### src/design/ats_pkg.sv
// Constants shared by the asynchronous timer sync and prescaler block.
// Assumes a 32-bit APB slave with word-aligned registers and a single pclk domain.
package ats_pkg;

	// ==========================================================
	// Register byte offsets
	localparam logic [7:0] OFS_CONTROL  = 8'h00;
	localparam logic [7:0] OFS_COUNT    = 8'h04;
	localparam logic [7:0] OFS_COMPARE  = 8'h08;
	localparam logic [7:0] OFS_STATUS   = 8'h0C;
	localparam logic [7:0] OFS_SFIO     = 8'h10;
	localparam logic [7:0] OFS_IRQ_EN   = 8'h14;
	localparam logic [7:0] OFS_IRQ_FLAG = 8'h18;

	// ==========================================================
	// Field positions
	localparam int POS_ASYNC_SEL   = 3;
	localparam int POS_PSR         = 0;
	localparam int POS_OVF         = 0;
	localparam int POS_CMP         = 1;
	localparam int POS_COM_LO      = 4;
	localparam int POS_COM_HI      = 5;
	localparam int CH_CONTROL      = 0;
	localparam int CH_COMPARE      = 1;
	localparam int CH_COUNT        = 2;
	localparam int NUM_CH          = 3;
	localparam int NUM_FLAGS       = 2;

	// ==========================================================
	// Reset values
	localparam logic [7:0] RST_REG8   = 8'h00;
	localparam logic [9:0] RST_PRESC  = 10'h000;

	// ==========================================================
	// Clock select codes
	localparam logic [2:0] CS_STOP  = 3'h0;
	localparam logic [2:0] CS_DIV1  = 3'h1;
	localparam logic [2:0] CS_DIV8  = 3'h2;
	localparam logic [2:0] CS_DIV32 = 3'h3;
	localparam logic [2:0] CS_DIV64 = 3'h4;
	localparam logic [2:0] CS_DIV128 = 3'h5;
	localparam logic [2:0] CS_DIV256 = 3'h6;
	localparam logic [2:0] CS_DIV1024 = 3'h7;

	// Compare output actions
	localparam logic [1:0] COM_OFF    = 2'h0;
	localparam logic [1:0] COM_TOGGLE = 2'h1;
	localparam logic [1:0] COM_CLEAR  = 2'h2;
	localparam logic [1:0] COM_SET    = 2'h3;

	// ==========================================================
	// Cycle counts
	localparam logic [1:0] COMMIT_EDGES = 2'h2;  // crystal edges before commit
	localparam int         FLAG_STAGES  = 3;     // pclk stages on flag crossing
	localparam logic [2:0] WAKE_STALL   = 3'h4;  // cpu halt cycles after wake
	localparam logic [7:0] COUNT_MAX    = 8'hFF;

endpackage

### src/design/ats_timer_sync.sv
// Clock crossing, holding registers, prescaler and wake control of the 8-bit async timer.
// Assumes an APB master on pclk, a power manager driving the sleep levels, and the
// crystal input arriving as a plain pin sampled on pclk (pclk well above four times it).
//
// How it works
// - In async mode, writes to count, compare, control commit after two crystal rising edges; in sync mode, the next cycle.
// - Each of the three registers has its own independent holding register.
// - Status shows one busy flag per register, cleared once committed.
// - Compare matches are suppressed while count or compare write pends.
// - Interrupt logic needs one crystal cycle after wake before raising again.
// - Crystal oscillator runs in async mode except in power-down and standby.
// - Timer registers are lost after power-down or standby wake.
// - Power-save wake starts on the timer clock cycle after the condition.
// - Timer wake stalls the cpu four cycles before the handler runs.
// - Count reads come from a shadow refreshed on each crystal rising edge outside power-save, and on every pclk in sync mode.
// - Async flag crossing takes one timer cycle plus three pclk cycles.
// - Compare pin changes on the timer tick, not a cpu-synchronised stage.
// - Source defaults to pclk; select bit moves it to crystal, releasing pins.
// - Prescaler gives stop, undivided, and divide by 8 to 1024.
// - Writing one to the prescaler reset bit restarts the prescaler.
`timescale 1ns/1ps

module ats_timer_sync
	import ats_pkg::*;
(
	input  wire logic        pclk,             // System clock, 200 MHz
	input  wire logic        presetn,          // Async reset, active low
	input  wire logic        psel,             // APB select
	input  wire logic        penable,          // APB access phase
	input  wire logic        pwrite,           // APB direction
	input  wire logic [7:0]  paddr,            // APB byte address
	input  wire logic [31:0] pwdata,           // APB write data
	output logic      [31:0] prdata,           // APB read data
	output logic             pready,           // APB ready
	output logic             pslverr,          // APB error on unmapped address
	input  wire logic        crystal_in_pin,   // Crystal oscillator input
	input  wire logic        sleep_power_save, // Power-save or extended standby level
	input  wire logic        sleep_deep,       // Power-down or standby level
	output logic             crystal_pins_release, // Crystal pins taken from port
	output logic             osc_enable,       // Crystal oscillator enable
	output logic             compare_out,      // Output compare pin
	output logic             timer_irq,        // Enabled flag pending to cpu
	output logic             wake_request,     // One-cycle wake pulse
	output logic             cpu_stall         // Halts the cpu after timer wake
);
	import ats_pkg::*;

	// ==========================================================
	// Decode helpers
	// Tap match: all low prescaler bits up to the divisor are ones
	function automatic logic tap_hit(input logic [2:0] cs, input logic [9:0] pc);
		logic r;
		r = 1'b0;
		unique case (cs)
			CS_STOP:    r = 1'b0;
			CS_DIV1:    r = 1'b1;
			CS_DIV8:    r = &pc[2:0];
			CS_DIV32:   r = &pc[4:0];
			CS_DIV64:   r = &pc[5:0];
			CS_DIV128:  r = &pc[6:0];
			CS_DIV256:  r = &pc[7:0];
			CS_DIV1024: r = &pc[9:0];
		endcase
		return r;
	endfunction

	// ==========================================================
	// Crystal input synchroniser
	logic xtal_meta;
	logic xtal_sync;
	logic xtal_prev;
	wire  xtal_rise = xtal_sync & ~xtal_prev;

	// Two flops before anything looks at the pin
	always_ff @(posedge pclk or negedge presetn) begin
		if (!presetn) begin
			xtal_meta <= 1'b0;
			xtal_sync <= 1'b0;
			xtal_prev <= 1'b0;
		end else begin
			xtal_meta <= crystal_in_pin;
			xtal_sync <= xtal_meta;
			xtal_prev <= xtal_sync;
		end
	end

	// ==========================================================
	// APB decode
	logic        async_clock_select;
	logic [7:0]  async_timer_control;
	logic [7:0]  async_compare_value;
	logic [7:0]  async_count;
	logic [7:0]  count_shadow;
	logic [1:0]  irq_enable;
	logic [1:0]  irq_flag;
	logic [NUM_CH-1:0] busy;

	wire setup_phase = psel & ~penable;
	wire wr_en       = psel & penable & pwrite;
	wire hit_control = paddr == OFS_CONTROL;
	wire hit_count   = paddr == OFS_COUNT;
	wire hit_compare = paddr == OFS_COMPARE;
	wire hit_status  = paddr == OFS_STATUS;
	wire hit_sfio    = paddr == OFS_SFIO;
	wire hit_irq_en  = paddr == OFS_IRQ_EN;
	wire hit_flag    = paddr == OFS_IRQ_FLAG;
	wire mapped      = hit_control | hit_count | hit_compare | hit_status | hit_sfio | hit_irq_en | hit_flag;
	wire [NUM_CH-1:0] ch_write = {wr_en & hit_count, wr_en & hit_compare, wr_en & hit_control};
	wire psr_write   = wr_en & hit_sfio & pwdata[POS_PSR];
	wire [1:0] flag_clear = (wr_en & hit_flag) ? pwdata[1:0] : 2'b00;

	// Status image: select bit above the three busy flags
	wire [7:0] status_image = {4'h0, async_clock_select, busy[CH_COUNT], busy[CH_COMPARE], busy[CH_CONTROL]};

	// Read mux; count is served from the pclk-side shadow, never the live counter
	wire [7:0] read_mux = hit_control ? async_timer_control :
	                      hit_count   ? count_shadow :
	                      hit_compare ? async_compare_value :
	                      hit_status  ? status_image :
	                      hit_irq_en  ? {6'h00, irq_enable} :
	                      hit_flag    ? {6'h00, irq_flag} : 8'h00;

	// Zero-wait slave; read data captured in setup so it comes from a flop
	assign pready  = 1'b1;
	assign pslverr = psel & penable & ~mapped;

	always_ff @(posedge pclk or negedge presetn) begin
		if (!presetn) begin
			prdata <= 32'h0000_0000;
		end else if (setup_phase) begin
			prdata <= {24'h00_0000, read_mux};
		end
	end

	// ==========================================================
	// Source select and plain control registers
	// Select and enables are pclk-side and need no holding stage
	always_ff @(posedge pclk or negedge presetn) begin
		if (!presetn) begin
			async_clock_select <= 1'b0;
			irq_enable         <= 2'b00;
		end else if (sleep_deep) begin
			irq_enable         <= 2'b00;
		end else begin
			if (wr_en && hit_status) begin
				async_clock_select <= pwdata[POS_ASYNC_SEL];
			end
			if (wr_en && hit_irq_en) begin
				irq_enable <= pwdata[1:0];
			end
		end
	end

	assign crystal_pins_release = async_clock_select;
	assign osc_enable           = async_clock_select & ~sleep_deep;

	// ==========================================================
	// Holding registers, one per synchronised register
	logic [7:0] hold      [NUM_CH];
	logic [1:0] edge_cnt  [NUM_CH];
	logic [NUM_CH-1:0] commit;

	genvar gi;
	generate
		for (gi = 0; gi < NUM_CH; gi++) begin : g_hold
			// Sync mode commits next cycle; async waits for two crystal edges
			assign commit[gi] = busy[gi] & ~ch_write[gi] &
			                    (~async_clock_select | (xtal_rise & (edge_cnt[gi] == COMMIT_EDGES - 2'h1)));

			// Write sets busy at once and wins over a same-cycle commit
			always_ff @(posedge pclk or negedge presetn) begin
				if (!presetn) begin
					hold[gi]     <= RST_REG8;
					busy[gi]     <= 1'b0;
					edge_cnt[gi] <= 2'h0;
				end else if (ch_write[gi]) begin
					hold[gi]     <= pwdata[7:0];
					busy[gi]     <= 1'b1;
					edge_cnt[gi] <= 2'h0;
				end else if (commit[gi] || sleep_deep) begin
					busy[gi]     <= 1'b0;
					edge_cnt[gi] <= 2'h0;
				end else if (busy[gi] && xtal_rise) begin
					edge_cnt[gi] <= edge_cnt[gi] + 2'h1;
				end
			end
		end
	endgenerate

	// Destination control and compare take the held value on commit
	always_ff @(posedge pclk or negedge presetn) begin
		if (!presetn) begin
			async_timer_control <= RST_REG8;
			async_compare_value <= RST_REG8;
		end else if (sleep_deep) begin
			async_timer_control <= RST_REG8;
			async_compare_value <= RST_REG8;
		end else begin
			if (commit[CH_CONTROL]) begin
				async_timer_control <= hold[CH_CONTROL];
			end
			if (commit[CH_COMPARE]) begin
				async_compare_value <= hold[CH_COMPARE];
			end
		end
	end

	// ==========================================================
	// Prescaler and timer tick
	logic [9:0] presc;
	wire src_tick   = async_clock_select ? xtal_rise : 1'b1;
	wire timer_tick = src_tick & tap_hit(async_timer_control[2:0], presc);

	// Reset strobe restarts the phase so the first divided tick is predictable
	always_ff @(posedge pclk or negedge presetn) begin
		if (!presetn) begin
			presc <= RST_PRESC;
		end else if (psr_write || sleep_deep) begin
			presc <= RST_PRESC;
		end else if (src_tick) begin
			presc <= presc + 10'h001;
		end
	end

	// ==========================================================
	// Counter, compare and overflow events
	wire match_block = busy[CH_COUNT] | busy[CH_COMPARE];
	wire ovf_event   = timer_tick & ~commit[CH_COUNT] & (async_count == COUNT_MAX);
	wire cmp_event   = timer_tick & ~match_block & (async_count == async_compare_value);
	wire [1:0] evt   = {cmp_event, ovf_event};
	wire [1:0] com   = async_timer_control[POS_COM_HI:POS_COM_LO];

	// Commit of a count write takes priority over the tick
	always_ff @(posedge pclk or negedge presetn) begin
		if (!presetn) begin
			async_count <= RST_REG8;
		end else if (sleep_deep) begin
			async_count <= RST_REG8;
		end else if (commit[CH_COUNT]) begin
			async_count <= hold[CH_COUNT];
		end else if (timer_tick) begin
			async_count <= async_count + 8'h01;
		end
	end

	// Pin follows the timer tick directly, no extra pclk stage
	always_ff @(posedge pclk or negedge presetn) begin
		if (!presetn) begin
			compare_out <= 1'b0;
		end else if (cmp_event) begin
			unique case (com)
				COM_OFF:    compare_out <= compare_out;
				COM_TOGGLE: compare_out <= ~compare_out;
				COM_CLEAR:  compare_out <= 1'b0;
				COM_SET:    compare_out <= 1'b1;
			endcase
		end
	end

	// ==========================================================
	// Count shadow for cpu reads
	// Frozen in async power-save, so after wake the old value shows until a crystal edge
	always_ff @(posedge pclk or negedge presetn) begin
		if (!presetn) begin
			count_shadow <= RST_REG8;
		end else if (sleep_deep) begin
			count_shadow <= RST_REG8;
		end else if (async_clock_select ? (xtal_rise && !sleep_power_save) : 1'b1) begin
			count_shadow <= async_count;
		end
	end

	// ==========================================================
	// Flag crossing into the cpu domain
	logic [NUM_FLAGS-1:0] evt_wait;
	logic [FLAG_STAGES-1:0] flag_pipe [NUM_FLAGS];

	generate
		for (gi = 0; gi < NUM_FLAGS; gi++) begin : g_flag
			// Async: wait one timer cycle, then three pclk stages
			always_ff @(posedge pclk or negedge presetn) begin
				if (!presetn) begin
					evt_wait[gi]  <= 1'b0;
					flag_pipe[gi] <= '0;
				end else begin
					if (async_clock_select && evt[gi]) begin
						evt_wait[gi] <= 1'b1;
					end else if (xtal_rise) begin
						evt_wait[gi] <= 1'b0;
					end
					flag_pipe[gi] <= {flag_pipe[gi][FLAG_STAGES-2:0], evt_wait[gi] & xtal_rise};
				end
			end

			wire flag_set = async_clock_select ? flag_pipe[gi][FLAG_STAGES-1] : evt[gi];

			// Set wins over a same-cycle software clear
			always_ff @(posedge pclk or negedge presetn) begin
				if (!presetn) begin
					irq_flag[gi] <= 1'b0;
				end else if (flag_set) begin
					irq_flag[gi] <= 1'b1;
				end else if (flag_clear[gi] || sleep_deep) begin
					irq_flag[gi] <= 1'b0;
				end
			end
		end
	endgenerate

	assign timer_irq = |(irq_flag & irq_enable);

	// ==========================================================
	// Power-save wake control
	logic       wake_armed;
	logic       irq_ready;
	logic [2:0] stall_cnt;
	wire wake_cond = sleep_power_save & async_clock_select & irq_ready & |(evt & irq_enable);
	wire wake_fire = wake_armed & xtal_rise;

	// Wake begins on the timer cycle after the condition, not at once
	always_ff @(posedge pclk or negedge presetn) begin
		if (!presetn) begin
			wake_armed   <= 1'b0;
			wake_request <= 1'b0;
		end else begin
			wake_request <= wake_fire;
			if (wake_cond) begin
				wake_armed <= 1'b1;
			end else if (wake_fire || !sleep_power_save) begin
				wake_armed <= 1'b0;
			end
		end
	end

	// Interrupt logic re-arms only after one full crystal cycle
	always_ff @(posedge pclk or negedge presetn) begin
		if (!presetn) begin
			irq_ready <= 1'b1;
		end else if (wake_fire) begin
			irq_ready <= 1'b0;
		end else if (xtal_rise) begin
			irq_ready <= 1'b1;
		end
	end

	// Cpu held for a fixed number of cycles before the handler
	always_ff @(posedge pclk or negedge presetn) begin
		if (!presetn) begin
			stall_cnt <= 3'h0;
		end else if (wake_request) begin
			stall_cnt <= WAKE_STALL;
		end else if (stall_cnt != 3'h0) begin
			stall_cnt <= stall_cnt - 3'h1;
		end
	end

	assign cpu_stall = stall_cnt != 3'h0;

endmodule

### config.mk
export PLATFORM = sky130hd
export DESIGN_NAME = ats_timer_sync
export DESIGN_NICKNAME = d
export VERILOG_FILES = /design/src/design/ats_pkg.sv /design/src/design/ats_timer_sync.sv
export SDC_FILE = /design/constraint.sdc
export NUM_CORES = 1
export LEC_CHECK = 0
export BUFFER_PORTS_ARGS = -buffer_cell sky130_fd_sc_hd__buf_2
export CAP_MARGIN = 20
export CORE_ASPECT_RATIO = 1.75
export CORE_MARGIN = 2
export CORE_UTILIZATION = 47
export CTS_BUF_LIST = sky130_fd_sc_hd__clkbuf_16
export DETAILED_ROUTE_END_ITERATION = 8
export GPL_ROUTABILITY_DRIVEN = 0
export GPL_TIMING_DRIVEN = 0
export PLACE_DENSITY = 0.69
export SYNTH_ARGS = -nofsm -noshare
export SYNTH_HDL_FRONTEND = slang
export SYNTH_SLANG_ARGS = --single-unit
### constraint.sdc
create_clock -name pclk -period 3.6 [get_ports pclk]
set_input_delay 0 -clock pclk [delete_from_list [all_inputs] [get_ports pclk]]
set_output_delay 0 -clock pclk [all_outputs]
set_load 0.01 [all_outputs]
# Word level (Yosys, flattened, before mapping)
# Cells that the tools add are included.
[totals]
register_bits = 106
in_bits = 48
out_inout_bits = 40
[classes]
n_addsub = 6
n_eq_ne = 21
mux = 54
bitwise_logic = 56
reduce_logical = 49
[ops]
columns = ["operator", "count"]
rows = [
  ["8-bit 2-to-1 mux", 12],
  ["1-bit bitwise AND", 32],
  ["2-bit nonzero test", 15],
  ["2-bit 2-to-1 mux", 14],
  ["8-bit by 5-bit equality test with 1-bit output (second input constant)", 3],
  ["1-bit 2-to-1 mux", 21],
  ["10-bit 2-to-1 mux", 2],
  ["8-bit by 4-bit equality test with 1-bit output (second input constant)", 2],
  ["3-bit nonzero test", 5],
  ["3-bit equality test (second input constant)", 4],
  ["1-bit NOT", 12],
  ["10-bit by 1-bit adder with 10-bit output (second input constant)", 1],
  ["1-bit bitwise OR", 10],
  ["10-bit AND reduction", 1],
  ["8-bit by 1-bit adder with 8-bit output (second input constant)", 1],
  ["2-bit by 1-bit equality test with 1-bit output (second input constant)", 4],
  ["8-bit by 3-bit equality test with 1-bit output (second input constant)", 1],
  ["8-bit equality test", 1],
  ["8-bit equality test (second input constant)", 1],
  ["1-bit logical AND", 8],
  ["8-bit logical NOT", 1],
  ["1-bit one-hot mux with 8 select lines", 1],
  ["8-bit AND reduction", 1],
  ["1-bit logical OR", 7],
  ["18 further kinds", 26],
]

# Depth between registers and ports, before layout
# Gate-level depths: netlist of the first run.
[depth]
word_depth = 13
ltp_mapped = 9
mapped_depth_nobuf = 8

# Least setup slack after synthesis of the first run
# OpenSTA, ideal clock, no wires.
[synth_path]
path_kind = "reg-to-reg"
startpoint = "reg presc[0]"
endpoint = "reg wake_armed"
setup_time_ns = 0.120
t_arrival_ns = 2.055
required_time_ns = 3.480
setup_slack_ns = 1.425
stages_incl_launch_ff = 10
path_buffers = 1
path_cell_list = "dfrtp_1 -> ha_1 -> and3_1 -> ha_1 -> nor2b_1 -> a221oi_1 -> a22oi_2 -> clkbuf_1 -> a211oi_1 -> a31o_2"
[synth_between]
elab_chain_len = 9
word_cells_on_any_way = 17
cone_classes = "2 x mux; 7 x bitwise; 8 x reduce/logical"
[synth_lines]
columns = ["item", "line", "text"]
rows = [
  ["from (decl)", "ats_timer_sync.sv:210", "logic [9:0] presc;"],
  ["from (signal assigned)", "ats_timer_sync.sv:221", "presc <= presc + 10'h001;"],
  ["10-bit AND reduction (tied with other cells)", "ats_timer_sync.sv:62", "CS_DIV1024: r = &pc[9:0];"],
  ["1-bit one-hot mux with 8 select lines *", "ats_timer_sync.sv:54", "unique case (cs)"],
  ["1-bit bitwise AND *", "ats_timer_sync.sv:212", "wire timer_tick = src_tick & tap_hit(async_timer_control[2:0], presc);"],
  ["1-bit bitwise AND (on tied branches) (2 in series)", "ats_timer_sync.sv:228, ats_timer_sync.sv:229", ""],
  ["2-bit bitwise AND *", "ats_timer_sync.sv:317", "wire wake_cond = sleep_power_save & async_clock_select & irq_ready & |(evt & irq_enable);"],
  ["2-bit OR reduction *", "ats_timer_sync.sv:317", ""],
  ["1-bit bitwise AND *", "ats_timer_sync.sv:317", ""],
  ["1-bit 2-to-1 mux or 2-bit nonzero test (tied branches)", "--", ""],
  ["to (signal assigned)", "ats_timer_sync.sv:323", "wake_armed <= 1'b0;"],
  ["to (signal assigned)", "ats_timer_sync.sv:328", "wake_armed <= 1'b1;"],
  ["to (signal assigned)", "ats_timer_sync.sv:330", "wake_armed <= 1'b0;"],
  ["to (decl)", "ats_timer_sync.sv:314", "logic wake_armed;"],
]
# Every way passes the cells marked *; elsewhere a longest branch is shown, timed or not.
# A chain may end at the register's enable or synchronous reset.

# Worst setup path in the final report of the first run
# Ends and elaborated chain as after synthesis.

==> impl_metrics.yaml, run 1 <==
worst_setup_path:
  cp_max_stage_cell: "sky130_fd_sc_hd__a22oi_2"
  worst-path-buf-inv: 1
  worstPathCellList: "ha_1 -> and3_1 -> ha_1 -> nor2b_1 -> a221oi_1 -> a22oi_2 -> clkbuf_1 -> a211oi_1 -> a31o_2"
  worst_ep_required_time_ns: 3.84
  critical-path-top-cell-by-count: "sky130_fd_sc_hd__ha_1"
  critical_path_sink_type: "flop"
  path_max_fanout: 10
  cpPeakStageDelay_ns: 0.45
  critical_path_depth: 9
  cp_top_family: "compound AO/OA/AOI/OAI gates"
  worst-endpoint-arrival_ns: 2.85
  timing.setup.critical_path_class: "flop to flop"
  setup.worst_path.start_class: "flop"
  reg2reg_path_depth: 9
logic_synthesis:
  synth_top_flop_cell: "sky130_fd_sc_hd__dfrtp_1"
  syn-instance-count: 493
  synth_area_leaders: "sky130_fd_sc_hd__dfrtp_1 (50%), sky130_fd_sc_hd__mux2i_1 (6.0%), sky130_fd_sc_hd__mux2_2 (5.3%), sky130_fd_sc_hd__buf_4 (4.0%), sky130_fd_sc_hd__nor2_1 (3.7%)"
  post_synth.cell_area_avg_um2: 10.75
  synth.cell_area_um2: 5299
  synth_edf_count: 0
  synth-warning-count: 0
  seq_area_frac_synth: 0.5008
  asyncSetResetFlopFracSynth: 1.000
  post_synth_num_cell_types: 57
  yosysTopAreaCellShare: 0.4959
  ys_seq_elements: 106
  synthDominantAreaCellType: "sky130_fd_sc_hd__dfrtp_1"
global_routing:
  gr-usage-all-layers: 0.2214
  globalRoute.totalOverflow: 0
  first_global_vias: 4000
  grt_pass1_wl_mm: 20.40
  antenna_violations_before_repair: 0
  pin_count_of_the_biggest_net_entering_global_routing: 74
clock_tree:
  clkTransAtPathRegs_ns: 0.07
  clk_latency_ns: 0.35
  tritoncts: "built"
  numCtsBuffers: 9
  clockBufferDepth: 2
  cts_max_level: 3
  cts_num_sinks: 106
  cts_root_buf: "sky130_fd_sc_hd__clkbuf_16"
  cts_post_setup_buffers_inserted: 0
cells_and_area:
  final_layout_size_suffix_gt1_frac: 0.2224
  layout_common_cells: "sky130_fd_sc_hd__dfrtp_1 (105), sky130_fd_sc_hd__nor2_1 (52), sky130_fd_sc_hd__buf_2 (41)"
  antennaDiodeCount: 0
  syn_to_final_growth_pct: 16.03
  leading_cell_type_in_the_layout_fill_and_taps_excluded: "sky130_fd_sc_hd__dfrtp_1"
  fillers: 983
  fin_nets: 632
floorplan:
  rows: 51
  initial_core_util: 0.4800
  die_height_um: 144.5
  die_w_um: 84.27
  floorplan.die_area_um2: 12170
  fp.coreArea_um2: 11040
  num_io_pins: 88
timing:
  clock-skew-final_ns: 0.007809
  max_clock_freq_ghz: 0.3838
  worst_pin_slew_ns: 1.061
  setup_viol_count_final: 0
  fin_crit_sh: 0.7238
  rsz0062_at_grt: "no"
  timing.final.max_slew_violations: 0
  summed_negative_setup_slack_over_all_endpoints_ns: 0
  final_hold_viol_count: 0
  final.hold.worst_slack_ns: 0.01459
  finalCriticalPeriod_ns: 2.606
  max-slew-margin-rel: 0.2741
detailed_routing:
  drt_drc_violations_left: 0
  drt-wirelength-per-cell_um: 17.88
  routed-via-count: 3962
  drt-pass1-iter-count: 7
  avgViaCountPerCell: 5.565
  postRouteAntennaNets: 0
  initialDrtViolationCount: 280
  drt-total-wl_mm: 12.73
power_and_ir_drop:
  power.density_nw_per_um2: 374.0
  max-vdd-ir-drop_mv: 0.2969
  leakagePower_nw: 3.092
hold_path:
  hold-path-cell-count: 2
  worstHoldPathType: "input port to flop"
run:
  max_cap_viols: 0
place:
  io_buffer_count: 36
  detailed_place_hpwl_mm: 9.492
status:
  run_status: "finished, final reports clean"
-- cell type report --
cell class	count	area, µm²	share of cell area
inverter	14	52.55	0.008547
clock inverter	7	52.55	0.008547
multi-input combinational	345	2360	0.3838
sequential	106	2654	0.4316
tap	132	165.2	0.02686
buffer	51	319.1	0.05189
clock buffer	9	225.2	0.03663
timing repair buffer	48	320.3	0.05210
-- sequential cells by signal, indices dropped and copies added (netlist names), 2 cells and up --
| name | count |
|---|---|
| prdata | 8 |
| count_shadow | 8 |
| busy | 3 |
| stall_cnt | 3 |
| evt_wait | 2 |
| async_count | 8 |
| presc | 10 |
| irq_flag | 2 |
| hold | 24 |
| irq_enable | 2 |
| edge_cnt | 6 |
| async_timer_control | 8 |
| async_compare_value | 8 |
| flag_pipe | 6 |
-- power by group --
part / internal, W / total, W / switching, W
sequential: 0.00120 / 0.00121 / 0.00000805
clock: 0.000474 / 0.000928 / 0.000454
combinational: 0.0000629 / 0.000162 / 0.0000993
-- cells in the mapped netlist (5+ instances only) --
| cell | number |
|---|---|
| sky130_fd_sc_hd__a222oi_1 | 6 |
| sky130_fd_sc_hd__a22o_1 | 5 |
| sky130_fd_sc_hd__o21ai_0 | 14 |
| sky130_fd_sc_hd__mux2i_1 | 32 |
| sky130_fd_sc_hd__nand2_1 | 29 |
| sky130_fd_sc_hd__dfrtp_1 | 105 |
| sky130_fd_sc_hd__inv_1 | 14 |
| sky130_fd_sc_hd__o31ai_1 | 9 |
| sky130_fd_sc_hd__o211ai_1 | 5 |
| sky130_fd_sc_hd__and2_1 | 10 |
| sky130_fd_sc_hd__nor3_1 | 5 |
| sky130_fd_sc_hd__nor2b_1 | 6 |
| sky130_fd_sc_hd__nor2_1 | 52 |
| sky130_fd_sc_hd__nand3_1 | 22 |
| sky130_fd_sc_hd__a21oi_1 | 10 |
| sky130_fd_sc_hd__xor2_1 | 13 |
| sky130_fd_sc_hd__mux2_2 | 25 |
| sky130_fd_sc_hd__buf_4 | 28 |
| sky130_fd_sc_hd__buf_2 | 6 |
| sky130_fd_sc_hd__ha_1 | 9 |
| sky130_fd_sc_hd__clkbuf_1 | 14 |
| sky130_fd_sc_hd__and3_1 | 6 |
| sky130_fd_sc_hd__xnor2_1 | 7 |
-- worst reg2reg max path: cells and delay by family, from the launching register on --
kind,cells,cell delay [ns]
AOI/OAI and AO/OA,4,0.88
DFF,1,0.43
and+or+nand+nor,2,0.30
buffers and inverters,1,0.46
adders and majority gates,2,0.43
-- path summary, 6_finish.rpt --
path | startpoint | end | slack (ns)
worst max-delay path | presc[0] | wake_armed | 0.99
worst min-delay path | pwdata[0] | hold[16] | 0.01
worst max register to register | presc[0] | wake_armed | 0.99
worst min register to register | xtal_meta | xtal_sync | 0.35
max in group asynchronous | presetn | irq_ready | 2.70
min in group asynchronous | presetn | prdata[2] | 0.14
-- layer usage --
metal	share of wire	wire length (µm)	track usage	vias up
met5	0	0	0	-
met4	0.054	686	0.1443	0
met3	0.041	519	0.03425	38
met2	0.53	6729	0.4031	129
met1	0.38	4797	0.2345	1944
li1	-	-	-	1851
-- stage by stage --
stage,total power [W],std cells,setup WS [ns],util,instance area [µm²]
floorplan,0.001314,516,1.425,-,5385
global placement,0.001378,684,1.052,0.5191,5731
detailed placement,0.001386,685,1.020,0.5218,5761
CTS,0.002314,712,0.9971,0.5570,6148
global route,0.002375,712,0.8071,0.5570,6148
finish,0.002299,712,0.9943,0.5570,6148
-- repair_timing --
item | 4_1_cts | 5_1_grt
resized for setup | 0 | 0
hold buffers | 11 | 0
endpoints found under the hold margin | 57 | 0
-- cells by family after synthesis --
logic type      count (synthesis)  synth area share
buf+inv                        65           0.07013
fa+ha+maj                       9           0.02125
simple gates                  154            0.1497
mux                            57            0.1136
flops                         106            0.5008
xor+xnor                       20           0.03306
compound gates                 80            0.1100
other cells                     2          0.001417
No activity file was read; power rests on OpenSTA's default activity.
==> run 2: changes to the inputs <==
==> constraint.sdc (replaced) <==
create_clock -name pclk -period 2.55 [get_ports pclk]
set_input_delay 0 -clock pclk [delete_from_list [all_inputs] [get_ports pclk]]
set_output_delay 0 -clock pclk [all_outputs]
set_load 0.01 [all_outputs]
==> run 2 against run 1 <==
Against the previous run: global-route usage unchanged; register-to-register slack worse by 0.84 ns; setup slack worse by 0.84 ns; clock skew about the same; wire length up 0.72%; sequential share of layout area down 0.11 points; non-clock buffer count up 2; clock-buffer cell count unchanged; total power up 42%; first-iteration DRC count up 5.4%; critical path type unchanged; largest cell class unchanged.
==> impl_metrics.yaml, run 2 (same netlist as run 1, synthesis figures left out) <==
detailed_routing:
  avgViaCountPerCell: 5.609
  drt-total-wl_mm: 12.82
  drt-pass1-iter-count: 5
  postRouteAntennaNets: 0
  drt_drc_violations_left: 0
  routed-via-count: 4005
  drt-wirelength-per-cell_um: 17.96
  initialDrtViolationCount: 295
cells_and_area:
  largest_reg_flops: 24
  fillers: 982
  layout_common_cells: "sky130_fd_sc_hd__dfrtp_1 (105), sky130_fd_sc_hd__nor2_1 (52), sky130_fd_sc_hd__buf_2 (41)"
  register_area_um2: 2654
  largest-register: "hold"
  leading_cell_type_in_the_layout_fill_and_taps_excluded: "sky130_fd_sc_hd__dfrtp_1"
  multiInputGateArea_um2: 2360
  fin_nets: 634
  antennaDiodeCount: 0
  syn_to_final_growth_pct: 16.34
  final_area_um2: 6165
  final_layout_size_suffix_gt1_frac: 0.2268
  largest_registers: "hold (24), presc (10)"
clock_tree:
  numCtsBuffers: 9
  cts_root_buf: "sky130_fd_sc_hd__clkbuf_16"
  cts_max_level: 3
  clkTransAtPathRegs_ns: 0.07
  clockBufferDepth: 2
  clk_latency_ns: 0.35
  cts_num_sinks: 106
  tritoncts: "built"
floorplan:
  fp.coreArea_um2: 11040
  die_height_um: 144.5
  die_w_um: 84.27
  floorplan.die_area_um2: 12170
  num_io_pins: 88
  initial_core_util: 0.4800
  rows: 51
worst_setup_path:
  critical-path-top-cell-by-count: "sky130_fd_sc_hd__ha_1"
  setup.worst_path.start_class: "flop"
  timing.setup.critical_path_class: "flop to flop"
  timing.reg2reg.setup_slack_ns: 0.16
  worstPathCellList: "ha_1 -> and3_1 -> ha_1 -> nor2b_1 -> a221oi_1 -> a22oi_2 -> clkbuf_2 -> a211oi_1 -> a31o_2"
  cpPeakStageDelay_ns: 0.43
  reg2reg_path_depth: 9
  worst-endpoint-arrival_ns: 2.64
  worst_ep_required_time_ns: 2.80
  cp_max_stage_cell: "sky130_fd_sc_hd__dfrtp_1"
  path_max_fanout: 10
  critical_path_sink_type: "flop"
  worst_r2r_endpoint: "wake_armed"
  timing.rr.start: "presc[0]"
timing:
  worst_pin_slew_ns: 1.067
  max-slew-margin-rel: 0.2704
  setup_viol_count_final: 0
  finalCriticalPeriod_ns: 2.391
  summed_negative_setup_slack_over_all_endpoints_ns: 0
  max_clock_freq_ghz: 0.4182
  final_hold_viol_count: 0
  fin_ws_ns: 0.1589
  clock-skew-final_ns: 0.007332
  rsz0062_at_grt: "no"
  fin_crit_sh: 0.9377
  timing.final.max_slew_violations: 0
power_and_ir_drop:
  power.density_nw_per_um2: 527.8
  leakagePower_nw: 3.103
  max-vdd-ir-drop_mv: 0.4191
  power_w: 0.003254
place:
  placed_area_um2: 5761
  placement.setup.worst_slack_ns: -0.02980
  detailed_place_hpwl_mm: 9.492
  io_buffer_count: 36
global_routing:
  pin_count_of_the_biggest_net_entering_global_routing: 74
  grt_pass1_wl_mm: 20.40
  gr-usage-all-layers: 0.2214
  globalRoute.totalOverflow: 0
  first_global_vias: 4000
  antenna_violations_before_repair: 0
hold_path:
  endpoint_of_the_worst_hold_path: "hold[17]"
  worstHoldPathType: "input port to flop"
  hold-path-cell-count: 2
  min_from: "pwdata[1]"
run:
  max_cap_viols: 0
status:
  run_status: "finished, final reports clean"
-- run 2: metrics by stage --
stage / util / hold WS [ns] / std cells
after floorplan: - / -0.2956 / 516
after global placement: 0.5191 / 0.1090 / 684
after detailed placement: 0.5218 / -0.01339 / 685
after CTS: 0.5571 / 0.003348 / 712
after global routing: 0.5584 / 0.005742 / 714
final: 0.5584 / 0.01096 / 714
-- run 2: timing repair --
item,in CTS,in global routing
resized for setup,1,0
endpoints found under the hold margin,57,0
hold buffers,11,0
setup endpoints to repair,1,2
pin swaps,0,1
setup buffers,0,2
-- run 2: worst max path at each step --
| stage | endpoint | startpoint | slack (ns) | cells past startpoint |
|---|---|---|---|---|
| 6_report | wake_armed | presc[0] | 0.16 | 9 |
| 4_1_cts | wake_armed | presc[0] | 0.09 | 9 |
| 3_3_place_gp | wake_armed | presc[0] | 0.002 | 9 |
| 5_1_grt | wake_armed | presc[0] | 0.005 | 9 |
| 2_1_floorplan | wake_armed | presc[0] | 0.37 | 9 |
| 3_5_place_dp | wake_armed | presc[0] | -0.03 | 9 |
-- run 2: where the power goes --
group,internal [W],switching [W]
clock network,0.000669,0.000648
logic,0.0000888,0.000140
registers,0.00170,0.0000115
-- run 2: area by class of cell --
type / count / share of cell area
flip-flops and latches: 106 / 0.4305
multi-input cells: 345 / 0.3828
repair buffers: 50 / 0.05439
plain buffers: 51 / 0.05196
clock buffers: 9 / 0.03653
well taps: 132 / 0.02679
clock inverters: 7 / 0.008524
inverters: 14 / 0.008524
-- run 2: layer usage --
layer	GRT usage	part of all wire
met1	0.2345	0.37
met2	0.4031	0.53
met3	0.03425	0.047
met4	0.1443	0.053
met5	0	0
-- run 2: worst max-delay path, delay by kind of cell (launching register included) --
| kind | cells | cell delay (ns) |
|---|---|---|
| AO/OA/AOI/OAI | 4 | 0.80 |
| AND/OR/NAND/NOR | 2 | 0.30 |
| adder cells (fa/ha/maj) | 2 | 0.43 |
| buffers and inverters | 1 | 0.32 |
| flip-flops | 1 | 0.43 |
==> run 3: changes to the inputs <==
--- a/config.mk
+++ b/config.mk
@@ -13,7 +13,6 @@
 export CTS_BUF_LIST = sky130_fd_sc_hd__clkbuf_16
 export DETAILED_ROUTE_END_ITERATION = 8
 export GPL_ROUTABILITY_DRIVEN = 0
-export GPL_TIMING_DRIVEN = 0
 export PLACE_DENSITY = 0.69
 export SYNTH_ARGS = -nofsm -noshare
 export SYNTH_HDL_FRONTEND = slang
==> run 3 against run 2 <==
Against the previous run: combinational power shrank 15%; clock power grew 5%; fmax grew 3.6%; hold slack gained 0.033 ns; critical endpoint is now async_count[0]; total power grew 0.89%; die area is the same; register-to-register slack gained 0.08 ns; wire length shrank 2.5%; global-route usage shrank 0.62 points; setup slack gained 0.083 ns.
==> impl_metrics.yaml, run 3 (same netlist as run 1, synthesis figures left out) <==
floorplan:
  num_io_pins: 88
  die_w_um: 84.27
  floorplan.die_area_um2: 12170
  initial_core_util: 0.4800
  fp.coreArea_um2: 11040
  die_height_um: 144.5
  rows: 51
timing:
  max_clock_freq_ghz: 0.4332
  rsz0062_at_grt: "no"
  timing.final.max_slew_violations: 0
  clock-skew-final_ns: 0.008374
  max-slew-margin-rel: 0.4586
  final_hold_viol_count: 0
  summed_negative_setup_slack_over_all_endpoints_ns: 0
  worst_pin_slew_ns: 0.7916
  fin_ws_ns: 0.2418
  finalCriticalPeriod_ns: 2.308
  fin_crit_sh: 0.9052
  setup_viol_count_final: 0
worst_setup_path:
  worst-endpoint-arrival_ns: 2.55
  worstPathCellList: "ha_1 -> and3_1 -> ha_1 -> nor2b_1 -> a221oi_1 -> a22oi_2 -> buf_4 -> xnor2_1 -> a22o_1"
  cp_top_family: "compound AO/OA/AOI/OAI gates"
  path_max_fanout: 10
  cpPeakStageDelay_ns: 0.42
  critical_path_sink_type: "flop"
  timing.setup.critical_path_class: "flop to flop"
  critical-path-top-cell-by-count: "sky130_fd_sc_hd__ha_1"
  worst-path-buf-inv: 1
  setup.worst_path.start_class: "flop"
  worst_ep_required_time_ns: 2.79
  cp_max_stage_cell: "sky130_fd_sc_hd__dfrtp_1"
detailed_routing:
  drt-total-wl_mm: 12.50
  initialDrtViolationCount: 256
  drt-wirelength-per-cell_um: 18.33
  routed-via-count: 3854
  drt-pass1-iter-count: 4
  postRouteAntennaNets: 0
  drt_drc_violations_left: 0
  avgViaCountPerCell: 5.651
cells_and_area:
  final_layout_size_suffix_gt1_frac: 0.2055
  layout_common_cells: "sky130_fd_sc_hd__dfrtp_1 (105), sky130_fd_sc_hd__nor2_1 (52), sky130_fd_sc_hd__buf_2 (37)"
  largest_reg_flops: 24
  largest-register: "hold"
  fillers: 959
  syn_to_final_growth_pct: 12.80
  antennaDiodeCount: 0
  final_area_um2: 5977
  fin_nets: 602
  finish.utilization: 0.5414
  largest_registers: "hold (24), presc (10)"
  leading_cell_type_in_the_layout_fill_and_taps_excluded: "sky130_fd_sc_hd__dfrtp_1"
power_and_ir_drop:
  leakagePower_nw: 2.997
  max-vdd-ir-drop_mv: 0.4106
  power.density_nw_per_um2: 549.2
place:
  io_buffer_count: 38
  detailed_place_hpwl_mm: 9.340
  placed_area_um2: 5574
  placement.setup.worst_slack_ns: 0.2633
clock_tree:
  clkTransAtPathRegs_ns: 0.07
  cts_num_sinks: 106
  tritoncts: "built"
  clk_latency_ns: 0.35
  numCtsBuffers: 9
  cts_max_level: 3
  clockBufferDepth: 2
  cts_root_buf: "sky130_fd_sc_hd__clkbuf_16"
global_routing:
  antenna_violations_before_repair: 0
  gr-usage-all-layers: 0.2153
  pin_count_of_the_biggest_net_entering_global_routing: 43
  grt_pass1_wl_mm: 19.82
  globalRoute.totalOverflow: 0
  first_global_vias: 3850
hold_path:
  worstHoldPathType: "input port to flop"
run:
  max_cap_viols: 0
status:
  run_status: "finished, final reports clean"
run 3: changes by cell type in the layout (fill, tap and decap cells not counted), sizes merged:
cell,before,now
buf,76,58
bufinv,0,1
clkbuf,23,9
clkinv,3,2
clkinvlp,2,1
inv,16,17
run 3: through the flow:
stage          total power, W  hold WS, ns  instances
6_report             0.003283      0.04413        682
5_1_grt              0.003404      0.03026        682
4_1_cts              0.003309      0.01614        682
3_5_place_dp         0.001923      0.02013        655
3_3_place_gp         0.001917     0.003047        655
2_1_floorplan        0.001855      -0.2956        516
run 3: timing repair:
action / 4_1_cts / 5_1_grt
setup buffers: 0 / 0
hold buffers: 11 / 0
resized for setup: 0 / 0
hold endpoints to repair: 64 / 0
run 3: worst paths after layout:
| kind | startpoint | endpoint | slack, ns | cells past startpoint |
|---|---|---|---|---|
| worst max-delay path | presc[0] | async_count[0] | 0.24 | 9 |
| worst min-delay path | pwdata[0] | hold[16] | 0.04 | 2 |
| worst max register to register | presc[0] | async_count[0] | 0.24 | 9 |
| worst min register to register | xtal_meta | xtal_sync | 0.35 | 0 |
| min in group asynchronous | presetn | prdata[7] | 0.16 | 2 |
| max in group asynchronous | presetn | presc[5] | 1.66 | 3 |
run 3: where the power goes:
group | switching [W] | total, W | internal [W]
Clock | 0.000620 | 0.00138 | 0.000760
Combinational | 0.000133 | 0.000195 | 0.0000623
Sequential | 0.0000110 | 0.00171 | 0.00170
run 3: cell type report:
type	instances	area, µm²	area share
repair buffers	69	452.9	0.07578
flip-flops and latches	106	2654	0.4440
well taps	132	165.2	0.02763
multi-input cells	345	2360	0.3948
clock buffers	9	225.2	0.03768
clock inverters	7	67.56	0.01130
inverters	14	52.55	0.008792
run 3: layer usage:
metal	vias up	global-route usage	part of all wire
met5	-	0	0
met4	0	0.1341	0.054
met3	40	0.04395	0.046
met2	125	0.3914	0.53
met1	1900	0.2241	0.37
li1	1789	-	-
run 3: worst register-to-register path: stages (launching register included):
cell and delay, ns:
sky130_fd_sc_hd__dfrtp_1 0.42, sky130_fd_sc_hd__ha_1 0.25, sky130_fd_sc_hd__and3_1 0.19, sky130_fd_sc_hd__ha_1 0.18, sky130_fd_sc_hd__nor2b_1 0.12, sky130_fd_sc_hd__a221oi_1 0.09
sky130_fd_sc_hd__a22oi_2 0.39, sky130_fd_sc_hd__buf_4 0.27, sky130_fd_sc_hd__xnor2_1 0.08, sky130_fd_sc_hd__a22o_1 0.22
